**src/design/tone_map_pkg.sv**
```systemverilog
// Package: constants, codes and carriers of the tone map exchange block
package tone_map_pkg;
	// ------------------------------------------------------------
	// Register map (byte addresses)
	// ------------------------------------------------------------
	localparam logic [7:0] REG_CTRL   = 8'h00; // Band, resolution, target
	localparam logic [7:0] REG_AGE    = 8'h04; // Age reload value
	localparam logic [7:0] REG_TICK   = 8'h08; // Age tick interval
	localparam logic [7:0] REG_STATUS = 8'h0c; // Table occupancy
	localparam logic [7:0] REG_REQCNT = 8'h10; // Requests sent
	localparam logic [7:0] REG_LQTH   = 8'h14; // Modulation thresholds
	// Control fields
	localparam int CTRL_US_BIT  = 0;
	localparam int CTRL_RES_BIT = 1;
	localparam int CTRL_TGT_LSB = 8;
	// Reset values
	localparam logic [31:0] CTRL_RST = 32'h0000_8000;
	localparam logic [15:0] AGE_RST  = 16'h00ff;
	localparam logic [15:0] TICK_RST = 16'hffff;
	localparam logic [23:0] LQTH_RST = 24'hc0_80_40;
	// ------------------------------------------------------------
	// Sizes and codes
	// ------------------------------------------------------------
	localparam int NUM_ENTRIES = 4;      // Neighbour table depth
	localparam int ADDR_W      = 16;     // Station address width
	localparam int TM_BITS     = 24;     // Tone map bits, wide band
	localparam int TM_BITS_EU  = 9;      // Tone map bits, narrow band
	localparam int RSP_BYTES   = 12;     // Response body length
	localparam int STEP_DB_6   = 6;      // Gain step, resolution 0
	localparam int STEP_DB_3   = 3;      // Gain step, resolution 1
	localparam logic [2:0] GAIN_MAG_MAX = 3'h7;
	localparam logic [1:0] AXI_OKAY   = 2'h0;
	localparam logic [1:0] AXI_DECERR = 2'h3;
	typedef enum logic [2:0]
	{
		MOD_ROBUST = 3'h0,
		MOD_DBPSK  = 3'h1,
		MOD_DQPSK  = 3'h2,
		MOD_D8PSK  = 3'h3
	} mod_t;
	// Transmit configuration handed to the PHY and header builder
	typedef struct packed
	{
		logic               tone_map_request_flag;
		logic               robust;
		mod_t               mod;
		logic               gain_step_resolution;
		logic [3:0]         gain_step_request;
		logic [TM_BITS-1:0] subband_enable_bits;
	} tx_cfg_t;
	// One neighbour table record
	typedef struct packed
	{
		logic               valid;
		logic [ADDR_W-1:0]  addr;
		mod_t               mod;
		logic               gain_step_resolution;
		logic [3:0]         gain_step_request;
		logic [TM_BITS-1:0] subband_enable_bits;
		logic [15:0]        age;
	} nb_rec_t;
endpackage : tone_map_pkg

```
**src/design/tone_map_exchange.sv**
```systemverilog
// Adaptive tone map exchange: neighbour table, request and response
`timescale 1ns/1ps
// Behaviour
// - Narrow band modulation code is two bits
// - Wide band code three bits, 4 to 7 reserved
// - Target minus level becomes 4-bit gain
// - Gain MSB zero raises, one lowers
// - Zero gain keeps previous transmit gain
// - Tone map bit per six-tone sub-band
// - Group coefficient 4 or 2 bits
// - Unimplemented group coefficients sent as zero
// - Link quality arrives from PHY indication
// - Received response updates or adds table entry; full table with no match drops it
// - No fresh record: request flag, robust
// - Fresh record: no request, stored parameters
// - Flag set: measure and return response
// - Flag clear: never send a response
// - Response always sent in robust mode
// - Decode data with header parameters
// - Response scheduled at earliest opportunity
// - Response reloads age and record fields
// - Record used until age reaches zero
// - Missing response: request again next frame
// - Requests only ride on outgoing data
// - Resolution bit: 6 dB or 3 dB
// - Wide band byte zero field layout
module tone_map_exchange
	import tone_map_pkg::*;
(
	input  wire logic                     i_clk,
	input  wire logic                     i_rstn,
	input  wire logic                     i_ce,
	// AXI4-Lite slave
	input  wire logic                     i_awvalid,
	output logic                          o_awready,
	input  wire logic [7:0]               i_awaddr,
	input  wire logic                     i_wvalid,
	output logic                          o_wready,
	input  wire logic [31:0]              i_wdata,
	input  wire logic [3:0]               i_wstrb,
	output logic                          o_bvalid,
	input  wire logic                     i_bready,
	output logic [1:0]                    o_bresp,
	input  wire logic                     i_arvalid,
	output logic                          o_arready,
	input  wire logic [7:0]               i_araddr,
	output logic                          o_rvalid,
	input  wire logic                     i_rready,
	output logic [31:0]                   o_rdata,
	output logic [1:0]                    o_rresp,
	// Outgoing data frame lookup
	input  wire logic                     i_tx_valid,
	input  wire logic [ADDR_W-1:0]        i_tx_dest,
	output logic                          o_tx_ready,
	output logic                          o_tx_cfg_valid,
	output tx_cfg_t                       o_tx_cfg,
	// Received data frame with PHY measurements
	input  wire logic                     i_rx_valid,
	input  wire logic [ADDR_W-1:0]        i_rx_src,
	input  wire logic                     i_rx_tone_map_request_flag,
	input  wire logic [2:0]               i_rx_fch_mod,
	input  wire logic [7:0]               i_rx_link_quality_value,
	input  wire logic [7:0]               i_rx_level,
	input  wire logic [TM_BITS-1:0]       i_rx_subband_ok,
	output logic                          o_rx_ready,
	output logic [2:0]                    o_rx_decode_mod,
	// Response to send
	output logic                          o_rsp_valid,
	input  wire logic                     i_rsp_ready,
	output logic [ADDR_W-1:0]             o_rsp_dest,
	output logic                          o_rsp_robust,
	output logic [8*RSP_BYTES-1:0]        o_rsp_body,
	// Response received from a peer
	input  wire logic                     i_rsp_in_valid,
	input  wire logic [ADDR_W-1:0]        i_rsp_in_src,
	input  wire logic [8*RSP_BYTES-1:0]   i_rsp_in_body
);
	// ------------------------------------------------------------
	// Configuration registers
	// ------------------------------------------------------------
	logic [31:0]       ctrl_q;          // Band, resolution, target
	logic [15:0]       age_rld_q;       // Age reload value
	logic [15:0]       tick_div_q;      // Age tick interval
	logic [23:0]       lqth_q;          // Three quality thresholds
	logic [15:0]       req_cnt_q;       // Requests issued
	logic              us_band;         // Wide band selected
	logic              res_sel;         // Gain step resolution
	logic [7:0]        target_receive_level;
	assign us_band              = ctrl_q[CTRL_US_BIT];
	assign res_sel              = ctrl_q[CTRL_RES_BIT];
	assign target_receive_level = ctrl_q[CTRL_TGT_LSB +: 8];

	// ------------------------------------------------------------
	// AXI4-Lite slave
	// ------------------------------------------------------------
	logic              aw_q;            // Address held
	logic              w_q;             // Data held
	logic [7:0]        awaddr_q;
	logic [31:0]       wdata_q;
	logic [3:0]        wstrb_q;
	logic              wr_go;           // Both halves present
	logic              st_full;         // Table full flag
	logic [NUM_ENTRIES-1:0] st_valid;   // Occupied entries
	assign o_awready = i_ce && !aw_q && !o_bvalid;
	assign o_wready  = i_ce && !w_q && !o_bvalid;
	assign o_arready = i_ce && !o_rvalid;
	assign wr_go     = i_ce && aw_q && w_q && !o_bvalid;

	// Capture write address and data in either order
	always_ff @(posedge i_clk)
	begin
		if (!i_rstn)
		begin
			aw_q     <= 1'b0;
			w_q      <= 1'b0;
			awaddr_q <= 8'h00;
			wdata_q  <= 32'h0000_0000;
			wstrb_q  <= 4'h0;
		end
		else if (i_ce)
		begin
			if (i_awvalid && o_awready)
			begin
				aw_q     <= 1'b1;
				awaddr_q <= i_awaddr;
			end
			else if (wr_go)
				aw_q <= 1'b0;
			if (i_wvalid && o_wready)
			begin
				w_q     <= 1'b1;
				wdata_q <= i_wdata;
				wstrb_q <= i_wstrb;
			end
			else if (wr_go)
				w_q <= 1'b0;
		end
	end

	// Byte-lane merge of a write into a register
	function automatic logic [31:0] merge(input logic [31:0] old,
		input logic [31:0] nw, input logic [3:0] be);
		logic [31:0] r;
		r = old;
		for (int b = 0; b < 4; b++)
			if (be[b])
				r[8*b +: 8] = nw[8*b +: 8];
		return r;
	endfunction : merge

	// Register writes and write response
	always_ff @(posedge i_clk)
	begin
		if (!i_rstn)
		begin
			ctrl_q     <= CTRL_RST;
			age_rld_q  <= AGE_RST;
			tick_div_q <= TICK_RST;
			lqth_q     <= LQTH_RST;
			o_bvalid   <= 1'b0;
			o_bresp    <= AXI_OKAY;
		end
		else if (i_ce)
		begin
			if (wr_go)
			begin
				o_bvalid <= 1'b1;
				o_bresp  <= AXI_OKAY;
				case (awaddr_q)
					REG_CTRL: ctrl_q <= merge(ctrl_q, wdata_q, wstrb_q);
					REG_AGE:  age_rld_q <=
						16'(merge({16'h0000, age_rld_q}, wdata_q, wstrb_q));
					REG_TICK: tick_div_q <=
						16'(merge({16'h0000, tick_div_q}, wdata_q, wstrb_q));
					REG_LQTH: lqth_q <=
						24'(merge({8'h00, lqth_q}, wdata_q, wstrb_q));
					REG_STATUS, REG_REQCNT: ;  // Read only, ignored
					default:  o_bresp <= AXI_DECERR;
				endcase
			end
			else if (i_bready)
				o_bvalid <= 1'b0;
		end
	end

	// Read data, one cycle after the address is taken
	always_ff @(posedge i_clk)
	begin
		if (!i_rstn)
		begin
			o_rvalid <= 1'b0;
			o_rdata  <= 32'h0000_0000;
			o_rresp  <= AXI_OKAY;
		end
		else if (i_ce)
		begin
			if (i_arvalid && o_arready)
			begin
				o_rvalid <= 1'b1;
				o_rresp  <= AXI_OKAY;
				o_rdata  <= 32'h0000_0000; // Unmapped reads return zero
				case (i_araddr)
					REG_CTRL:   o_rdata <= ctrl_q;
					REG_AGE:    o_rdata <= {16'h0000, age_rld_q};
					REG_TICK:   o_rdata <= {16'h0000, tick_div_q};
					REG_STATUS: o_rdata <= {27'h0, st_full, st_valid};
					REG_REQCNT: o_rdata <= {16'h0000, req_cnt_q};
					REG_LQTH:   o_rdata <= {8'h00, lqth_q};
					default:    o_rresp <= AXI_DECERR;
				endcase
			end
			else if (i_rready)
				o_rvalid <= 1'b0;
		end
	end

	// ------------------------------------------------------------
	// Neighbour table lookups
	// ------------------------------------------------------------
	nb_rec_t                tbl_q [NUM_ENTRIES];
	logic [NUM_ENTRIES-1:0] tx_hit;     // Destination match
	logic [NUM_ENTRIES-1:0] in_hit;     // Response source match
	genvar g;
	generate
		for (g = 0; g < NUM_ENTRIES; g++)
		begin : g_match
			assign tx_hit[g]   = tbl_q[g].valid &&
				tbl_q[g].addr == i_tx_dest;
			assign in_hit[g]   = tbl_q[g].valid &&
				tbl_q[g].addr == i_rsp_in_src;
			assign st_valid[g] = tbl_q[g].valid;
		end
	endgenerate
	assign st_full = &st_valid;

	// Pick the write slot: matching entry first, else first free
	logic                   wr_slot_ok;
	logic [1:0]             wr_slot;
	always_comb
	begin
		wr_slot_ok = 1'b0;
		wr_slot    = 2'h0;
		for (int e = NUM_ENTRIES - 1; e >= 0; e--)
			if (!tbl_q[e].valid)
			begin
				wr_slot_ok = 1'b1;
				wr_slot    = 2'(e);
			end
		for (int e = NUM_ENTRIES - 1; e >= 0; e--)
			if (in_hit[e])
			begin
				wr_slot_ok = 1'b1;
				wr_slot    = 2'(e);
			end
	end

	// ------------------------------------------------------------
	// Decode of a received response body
	// ------------------------------------------------------------
	logic [7:0]  in_b0;                 // Byte 0 of body
	mod_t        in_mod;
	logic        in_res;
	logic [3:0]  in_gain;
	logic [TM_BITS-1:0] in_tm;
	assign in_b0   = i_rsp_in_body[8*RSP_BYTES-1 -: 8];
	assign in_res  = in_b0[7];
	assign in_gain = in_b0[6:3];
	always_comb
	begin
		if (us_band)
		begin
			// Reserved codes fall back to robust
			in_mod = (in_b0[2:0] > 3'h3) ? MOD_ROBUST : mod_t'(in_b0[2:0]);
			in_tm  = i_rsp_in_body[8*RSP_BYTES-9 -: TM_BITS];
		end
		else
		begin
			in_mod = mod_t'({1'b0, in_b0[2:1]});
			in_tm  = {15'h0000, in_b0[0],
				i_rsp_in_body[8*RSP_BYTES-9 -: 8]};
		end
	end

	// ------------------------------------------------------------
	// Age tick divider
	// ------------------------------------------------------------
	logic [15:0] tick_cnt_q;
	logic        tick;
	assign tick = (tick_cnt_q >= tick_div_q); // Lowered interval acts at once
	always_ff @(posedge i_clk)
	begin
		if (!i_rstn)
			tick_cnt_q <= 16'h0000;
		else if (i_ce)
			tick_cnt_q <= tick ? 16'h0000 : tick_cnt_q + 16'h0001;
	end

	// Table writes and ageing; a fresh response wins over a tick
	generate
		for (g = 0; g < NUM_ENTRIES; g++)
		begin : g_entry
			always_ff @(posedge i_clk)
			begin
				if (!i_rstn)
					tbl_q[g] <= '0;
				else if (i_ce)
				begin
					// Full table and no match: store skipped
					if (i_rsp_in_valid && wr_slot_ok &&
						wr_slot == 2'(g))
					begin
						tbl_q[g].valid <= 1'b1;
						tbl_q[g].addr  <= i_rsp_in_src;
						tbl_q[g].mod   <= in_mod;
						tbl_q[g].gain_step_resolution <= in_res;
						tbl_q[g].gain_step_request    <= in_gain;
						tbl_q[g].subband_enable_bits  <= in_tm;
						tbl_q[g].age   <= age_rld_q;
					end
					else if (tick && tbl_q[g].age != 16'h0000)
						tbl_q[g].age <= tbl_q[g].age - 16'h0001;
				end
			end
		end
	endgenerate

	// ------------------------------------------------------------
	// Transmit lookup
	// ------------------------------------------------------------
	nb_rec_t hit_rec;                   // Matching record
	logic    hit_fresh;                 // Record present, not aged
	always_comb
	begin
		hit_rec = '0;
		for (int e = 0; e < NUM_ENTRIES; e++)
			if (tx_hit[e])
				hit_rec = tbl_q[e];
	end
	assign hit_fresh  = hit_rec.valid && hit_rec.age != 16'h0000;
	assign o_tx_ready = i_ce;

	// Only a data frame leads to a request
	always_ff @(posedge i_clk)
	begin
		if (!i_rstn)
		begin
			o_tx_cfg_valid <= 1'b0;
			o_tx_cfg       <= '0;
			req_cnt_q      <= 16'h0000;
		end
		else if (i_ce)
		begin
			o_tx_cfg_valid <= i_tx_valid;
			if (i_tx_valid && hit_fresh)
			begin
				o_tx_cfg.tone_map_request_flag <= 1'b0;
				o_tx_cfg.robust <= hit_rec.mod == MOD_ROBUST;
				o_tx_cfg.mod    <= hit_rec.mod;
				o_tx_cfg.gain_step_resolution <=
					hit_rec.gain_step_resolution;
				o_tx_cfg.gain_step_request <= hit_rec.gain_step_request;
				o_tx_cfg.subband_enable_bits <=
					hit_rec.subband_enable_bits;
			end
			else if (i_tx_valid)
			begin
				// Keeps asking until a response lands
				o_tx_cfg <= '0;
				o_tx_cfg.tone_map_request_flag <= 1'b1;
				o_tx_cfg.robust <= 1'b1;
				o_tx_cfg.mod    <= MOD_ROBUST;
				o_tx_cfg.subband_enable_bits <= '1;
				req_cnt_q <= req_cnt_q + 16'h0001;
			end
		end
	end

	// ------------------------------------------------------------
	// Response builder
	// ------------------------------------------------------------
	logic [8:0]  lvl_diff;              // Target minus level
	logic [7:0]  lvl_abs;
	logic [7:0]  steps;
	logic [2:0]  mag;
	logic [3:0]  gain_req;
	mod_t        pick_mod;
	logic [TM_BITS-1:0]   tm_new;
	logic [8*RSP_BYTES-1:0] body;
	assign lvl_diff = {1'b0, target_receive_level} - {1'b0, i_rx_level};
	assign lvl_abs  = lvl_diff[8] ? 8'(-lvl_diff) : lvl_diff[7:0];
	// Constant divisors keep the step count purely combinational
	assign steps    = res_sel ? 8'(lvl_abs / STEP_DB_3)
	                          : 8'(lvl_abs / STEP_DB_6);
	assign mag      = (steps > 8'(GAIN_MAG_MAX)) ? GAIN_MAG_MAX
	                                              : steps[2:0];
	// Sign in the top bit; zero keeps the gain
	assign gain_req = (mag == 3'h0) ? 4'h0 : {lvl_diff[8], mag};
	assign tm_new   = us_band ? i_rx_subband_ok
	                          : {15'h0000, i_rx_subband_ok[TM_BITS_EU-1:0]};

	// Quality thresholds choose the modulation
	always_comb
	begin
		if (i_rx_link_quality_value < lqth_q[7:0])
			pick_mod = MOD_ROBUST;
		else if (i_rx_link_quality_value < lqth_q[15:8])
			pick_mod = MOD_DBPSK;
		else if (i_rx_link_quality_value < lqth_q[23:16])
			pick_mod = MOD_DQPSK;
		else
			pick_mod = MOD_D8PSK;
	end

	// Pack per band; group coefficients left zero
	always_comb
	begin
		body = '0;
		if (us_band)
		begin
			body[95:88] = {res_sel, gain_req, pick_mod};
			body[87:64] = tm_new;
			body[63:56] = i_rx_link_quality_value;
		end
		else
		begin
			body[95:88] = {res_sel, gain_req, pick_mod[1:0],
				tm_new[8]};
			body[87:80] = tm_new[7:0];
			body[79:72] = i_rx_link_quality_value;
		end
	end

	// One response slot; a busy slot stalls the receive side
	assign o_rx_ready = i_ce && !o_rsp_valid;
	always_ff @(posedge i_clk)
	begin
		if (!i_rstn)
		begin
			o_rsp_valid     <= 1'b0;
			o_rsp_dest      <= '0;
			o_rsp_body      <= '0;
			o_rsp_robust    <= 1'b1;
			o_rx_decode_mod <= 3'h0;
		end
		else if (i_ce)
		begin
			if (i_rx_valid && o_rx_ready)
				o_rx_decode_mod <= i_rx_fch_mod;
			// Flag clear: nothing queued
			if (i_rx_valid && o_rx_ready && i_rx_tone_map_request_flag)
			begin
				o_rsp_valid  <= 1'b1;
				o_rsp_dest   <= i_rx_src;
				o_rsp_body   <= body;
				o_rsp_robust <= 1'b1;
			end
			else if (i_rsp_ready)
				o_rsp_valid <= 1'b0;
		end
	end
endmodule : tone_map_exchange

```
**config.mk**
```make
export PLATFORM = sky130hd
export DESIGN_NAME = tone_map_exchange
export DESIGN_NICKNAME = d
export VERILOG_FILES = /design/src/design/tone_map_pkg.sv /design/src/design/tone_map_exchange.sv
export SDC_FILE = /design/constraint.sdc
export NUM_CORES = 1
export LEC_CHECK = 0
export ABC_AREA = 1
export BUFFER_PORTS_ARGS = -buffer_cell sky130_fd_sc_hd__buf_4
export CORE_UTILIZATION = 40
export CTS_BUF_LIST = sky130_fd_sc_hd__clkbuf_4 sky130_fd_sc_hd__clkbuf_8 sky130_fd_sc_hd__clkbuf_16
export CTS_CLUSTER_DIAMETER = 50
export DETAILED_ROUTE_END_ITERATION = 10
export GPL_ROUTABILITY_DRIVEN = 0
export RECOVER_POWER = 25
export SKIP_LAST_GASP = 1
export SYNTH_ARGS = -nofsm -noshare
export SYNTH_HDL_FRONTEND = slang
export SYNTH_SLANG_ARGS = --single-unit
```
**constraint.sdc**
```tcl
create_clock -name i_clk -period 8.9 [get_ports i_clk]
set_input_delay 1.335 -clock i_clk [delete_from_list [all_inputs] [get_ports i_clk]]
set_output_delay 1.335 -clock i_clk [all_outputs]
set_load 0.01 [all_outputs]
```
==> results.json <==
{
  "io_pins": 447,
  "p_clk_share_pct": 43.2,
  "power.switching_uw": 1720,
  "die-area_um2": 72800,
  "tightest_slew_ns": 3.81,
  "status": "finished with violations",
  "yosysUniqueCellTypes": 66,
  "synth_warnings": 0,
  "synth-xor-area-share_pct": 3.27,
  "root_buffer": "clkbuf_16",
  "numClockSinks": 557,
  "num_rows": 97,
  "antenna_left": 0,
  "clk_path_buf_depth": 3,
  "crit_top_cell": "ha_1",
  "fin_cells": 4771,
  "cts-buffers-inserted": 68,
  "synth_top_family_by_area": "simple AND/OR/NAND/NOR gates",
  "hold_viol_final": 0,
  "via_count": 25100,
  "comb_power_share_pct": 12.9,
  "fp.dieW_um": 270,
  "violations": "capacitance limit, slew limit",
  "drc": 0,
  "cts_hold_buf": 0,
  "netlist_area_um2": 28700,
  "synth.mux.area_fraction_pct": 0.314,
  "seqCellArea_um2": 13700,
  "grt_pass1_vias": 23900,
  "maxCapViolCount": 5,
  "core_area_um2": 70500,
  "clk_pin_slew_ns": 0.06,
  "antenna_found_initial": 3,
  "path_max_fanout": 6,
  "skew_ns": 0.0376,
  "peakVddDrop_v": 0.000129,
  "synth-simple-area-share_pct": 22.1,
  "powerDensity_nw_per_um2": 193,
  "worst_hold_slack_ns": 0.442,
  "synth-compound-area-share_pct": 14.3,
  "ys_ff_latch": 557,
  "grt_max_degree": 103,
  "finalCriticalPeriod_ns": 8.21,
  "dp_hpwl_mm": 61.7,
  "multiInputGateArea_um2": 12700,
  "drtIter0Drc": 1833,
  "insertion_delay_ns": 0.61,
  "dp.cells": 4648,
  "crit_end": "o_rsp_body[94]",
  "slowest_delay_ns": 0.53,
  "crit_arrival_ns": 8.73,
  "relSlewSlack_pct": -154,
  "p_leak_uw": 0.0136,
  "crit_slowest_cell": "fa_1",
  "drive_above_1_share_pct": 11.0,
  "endpoint_kind": "flip-flop",
  "reg2reg_slack_ns": 1.15,
  "synth_flop_cell": "dfxtp_1",
  "grt-ovfl-total": 0,
  "seq_power_share_pct": 43.9,
  "port_buffers": 325,
  "start_kind": "input port",
  "via_per_inst": 5.26,
  "path_class": "in -> reg",
  "async_flop_share_pct": 0,
  "initial_core_util_pct": 40.7,
  "setup_viol": 0,
  "reg2reg_depth": 53,
  "synthAdderAreaFrac_pct": 3.17,
  "switching_share_pct": 26.7,
  "drtPass1Iterations": 5,
  "finalSetupTns_ns": 0,
  "max_freq_mhz": 122,
  "synth_cells": 3507,
  "finish.net_count": 4102,
  "avgSynthCellArea_um2": 8.18,
  "r2r-start": "ctrl_q[8]",
  "wl_mm": 89.3,
  "drv_slew": 247,
  "cts_tree": "yes",
  "hp-class": "reg -> reg",
  "grt_pass1_wl_mm": 137,
  "nFillCells": 7028,
  "timing.rr.end": "o_rsp_body[94]",
  "yosysSeqAreaShare_pct": 47.9,
  "grt_usage_pct": 24.1,
  "post-route-period-util_pct": 92.3,
  "htreeDepth": 3,
  "wire_per_inst_um": 18.7,
  "crit_start": "i_rx_level[0]",
  "p_int_uw": 4740,
  "synth_edf_count": 259,
  "finalPower_uw": 6470,
  "crit_required_ns": 9.42,
  "area.growth.synth_to_final_pct": 16.9,
  "dieHeight_um": 270
}
==> through the flow <==
step	util, %	setup slack [ns]	instance area, um^2
3_3_place_gp	45.1	0.121	31800
3_5_place_dp	45.1	0.0150	31800
6_report	47.6	0.688	33500
2_1_floorplan	-	0.678	28900
5_1_grt	47.6	-0.00199	33500
4_1_cts	48.3	0.634	34100
==> placed cells by master (no fill, tap or decap), drive strengths merged, types with 61 or more instances in the layout <==
master and instances:
nand4 81, xor2 63, ha 71, buf 218, edfxtp 259, dfxtp 298
nand3 158, nand2 504, nor2 565, conb 61, o21ai 235, o22ai 67
inv 408, clkbuf 229, a21oi 222
==> worst min-delay path by stage <==
stage          slack (ns)          to  cells past startpoint        from
6_report             0.44  ctrl_q[27]                      2  ctrl_q[27]
5_1_grt              0.47  ctrl_q[25]                      2  ctrl_q[25]
4_1_cts              0.45  ctrl_q[27]                      2  ctrl_q[27]
3_5_place_dp         0.44  ctrl_q[28]                      2  ctrl_q[28]
3_3_place_gp         0.43  ctrl_q[29]                      2  ctrl_q[29]
2_1_floorplan        0.42  ctrl_q[31]                      2  ctrl_q[31]
==> worst max-delay path: cells and delay by family <==
family	cells	cell delay (ns)
and+or+nand+nor	26	2.73
AOI/OAI and AO/OA	6	0.83
xor gates and xnor gates	2	0.31
buffers and inverters	9	0.73
adders and majority gates	10	2.79
==> cells by family after synthesis <==
logic type | after synthesis
xor+xnor | 107
other cells | 2
flops | 557
buf+inv | 625
compound gates | 704
fa+ha+maj | 72
simple gates | 1431
mux | 9
==> power by group through the flow <==
stage | clock [uW] | combinational (uW) | sequential [uW]
3_3_place_gp | 0 | 842 | 2890
6_report | 2790 | 836 | 2840
4_1_cts | 2840 | 853 | 2840
2_1_floorplan | 0 | 587 | 2880
5_1_grt | 2940 | 936 | 2850
3_5_place_dp | 0 | 850 | 2890
==> sequential cells by signal, summed over array words and instances (netlist names) <==
signal and flops:
tbl_q 260, o_rsp_body 40, o_tx_cfg 34, ctrl_q 32, o_rdata 32, wdata_q 32, lqth_q 24, age_rld_q 16
o_rsp_dest 16, req_cnt_q 16, tick_cnt_q 16, tick_div_q 16, awaddr_q 8, wstrb_q 4, o_rx_decode_mod 3, aw_q 1
o_bresp 1, o_bvalid 1, o_rresp 1, o_rsp_valid 1, o_rvalid 1, o_tx_cfg_valid 1, w_q 1
==> cell type report <==
class                           instances  area share (%)
Clock buffer                           90            5.80
Inverter                              410            4.59
Antenna cell                            1         0.00746
Clock inverter                         32           0.962
Sequential cell                       557            41.0
Timing Repair Buffer                  357            6.45
Multi-Input combinational cell       2384            37.7
Tap cell                              940            3.51
==> Yosys cell counts, drive strengths merged (9+ instances only) <==
master | instances | area (um^2)
edfxtp | 259 | 7780
nand2 | 504 | 1960
inv | 403 | 1510
a211oi | 22 | 165
mux2i | 9 | 90.1
o22ai | 67 | 419
nand3 | 158 | 873
nor2 | 565 | 2160
clkbuf | 147 | 552
o211ai | 39 | 293
or2 | 16 | 103
nor3b | 9 | 67.6
a21oi | 222 | 1110
o221ai | 11 | 96.3
nor4 | 39 | 250
ha | 71 | 888
nand4 | 81 | 582
o21ai | 235 | 1190
xor2 | 63 | 552
a31oi | 22 | 138
buf | 68 | 489
a22oi | 41 | 308
dfxtp | 298 | 5970
xnor2 | 44 | 385
nor3 | 51 | 265
o2111ai | 10 | 87.6
==> routing by layer <==
layer  vias up  part of all wire [%]  track usage (%)
met5         -                 0.015                0
met1     11800                    43             31.2
met2       845                    46             39.8
li1      12300                     -                -
met4         2                   2.6             6.83
met3       134                   8.3             5.72
==> timing repair <==
action | in CTS | in global routing
setup buffers | 0 | 0
setup endpoints to repair | 0 | 2
gates resized for setup | 0 | 2
No activity file was read; power rests on OpenSTA's default activity.
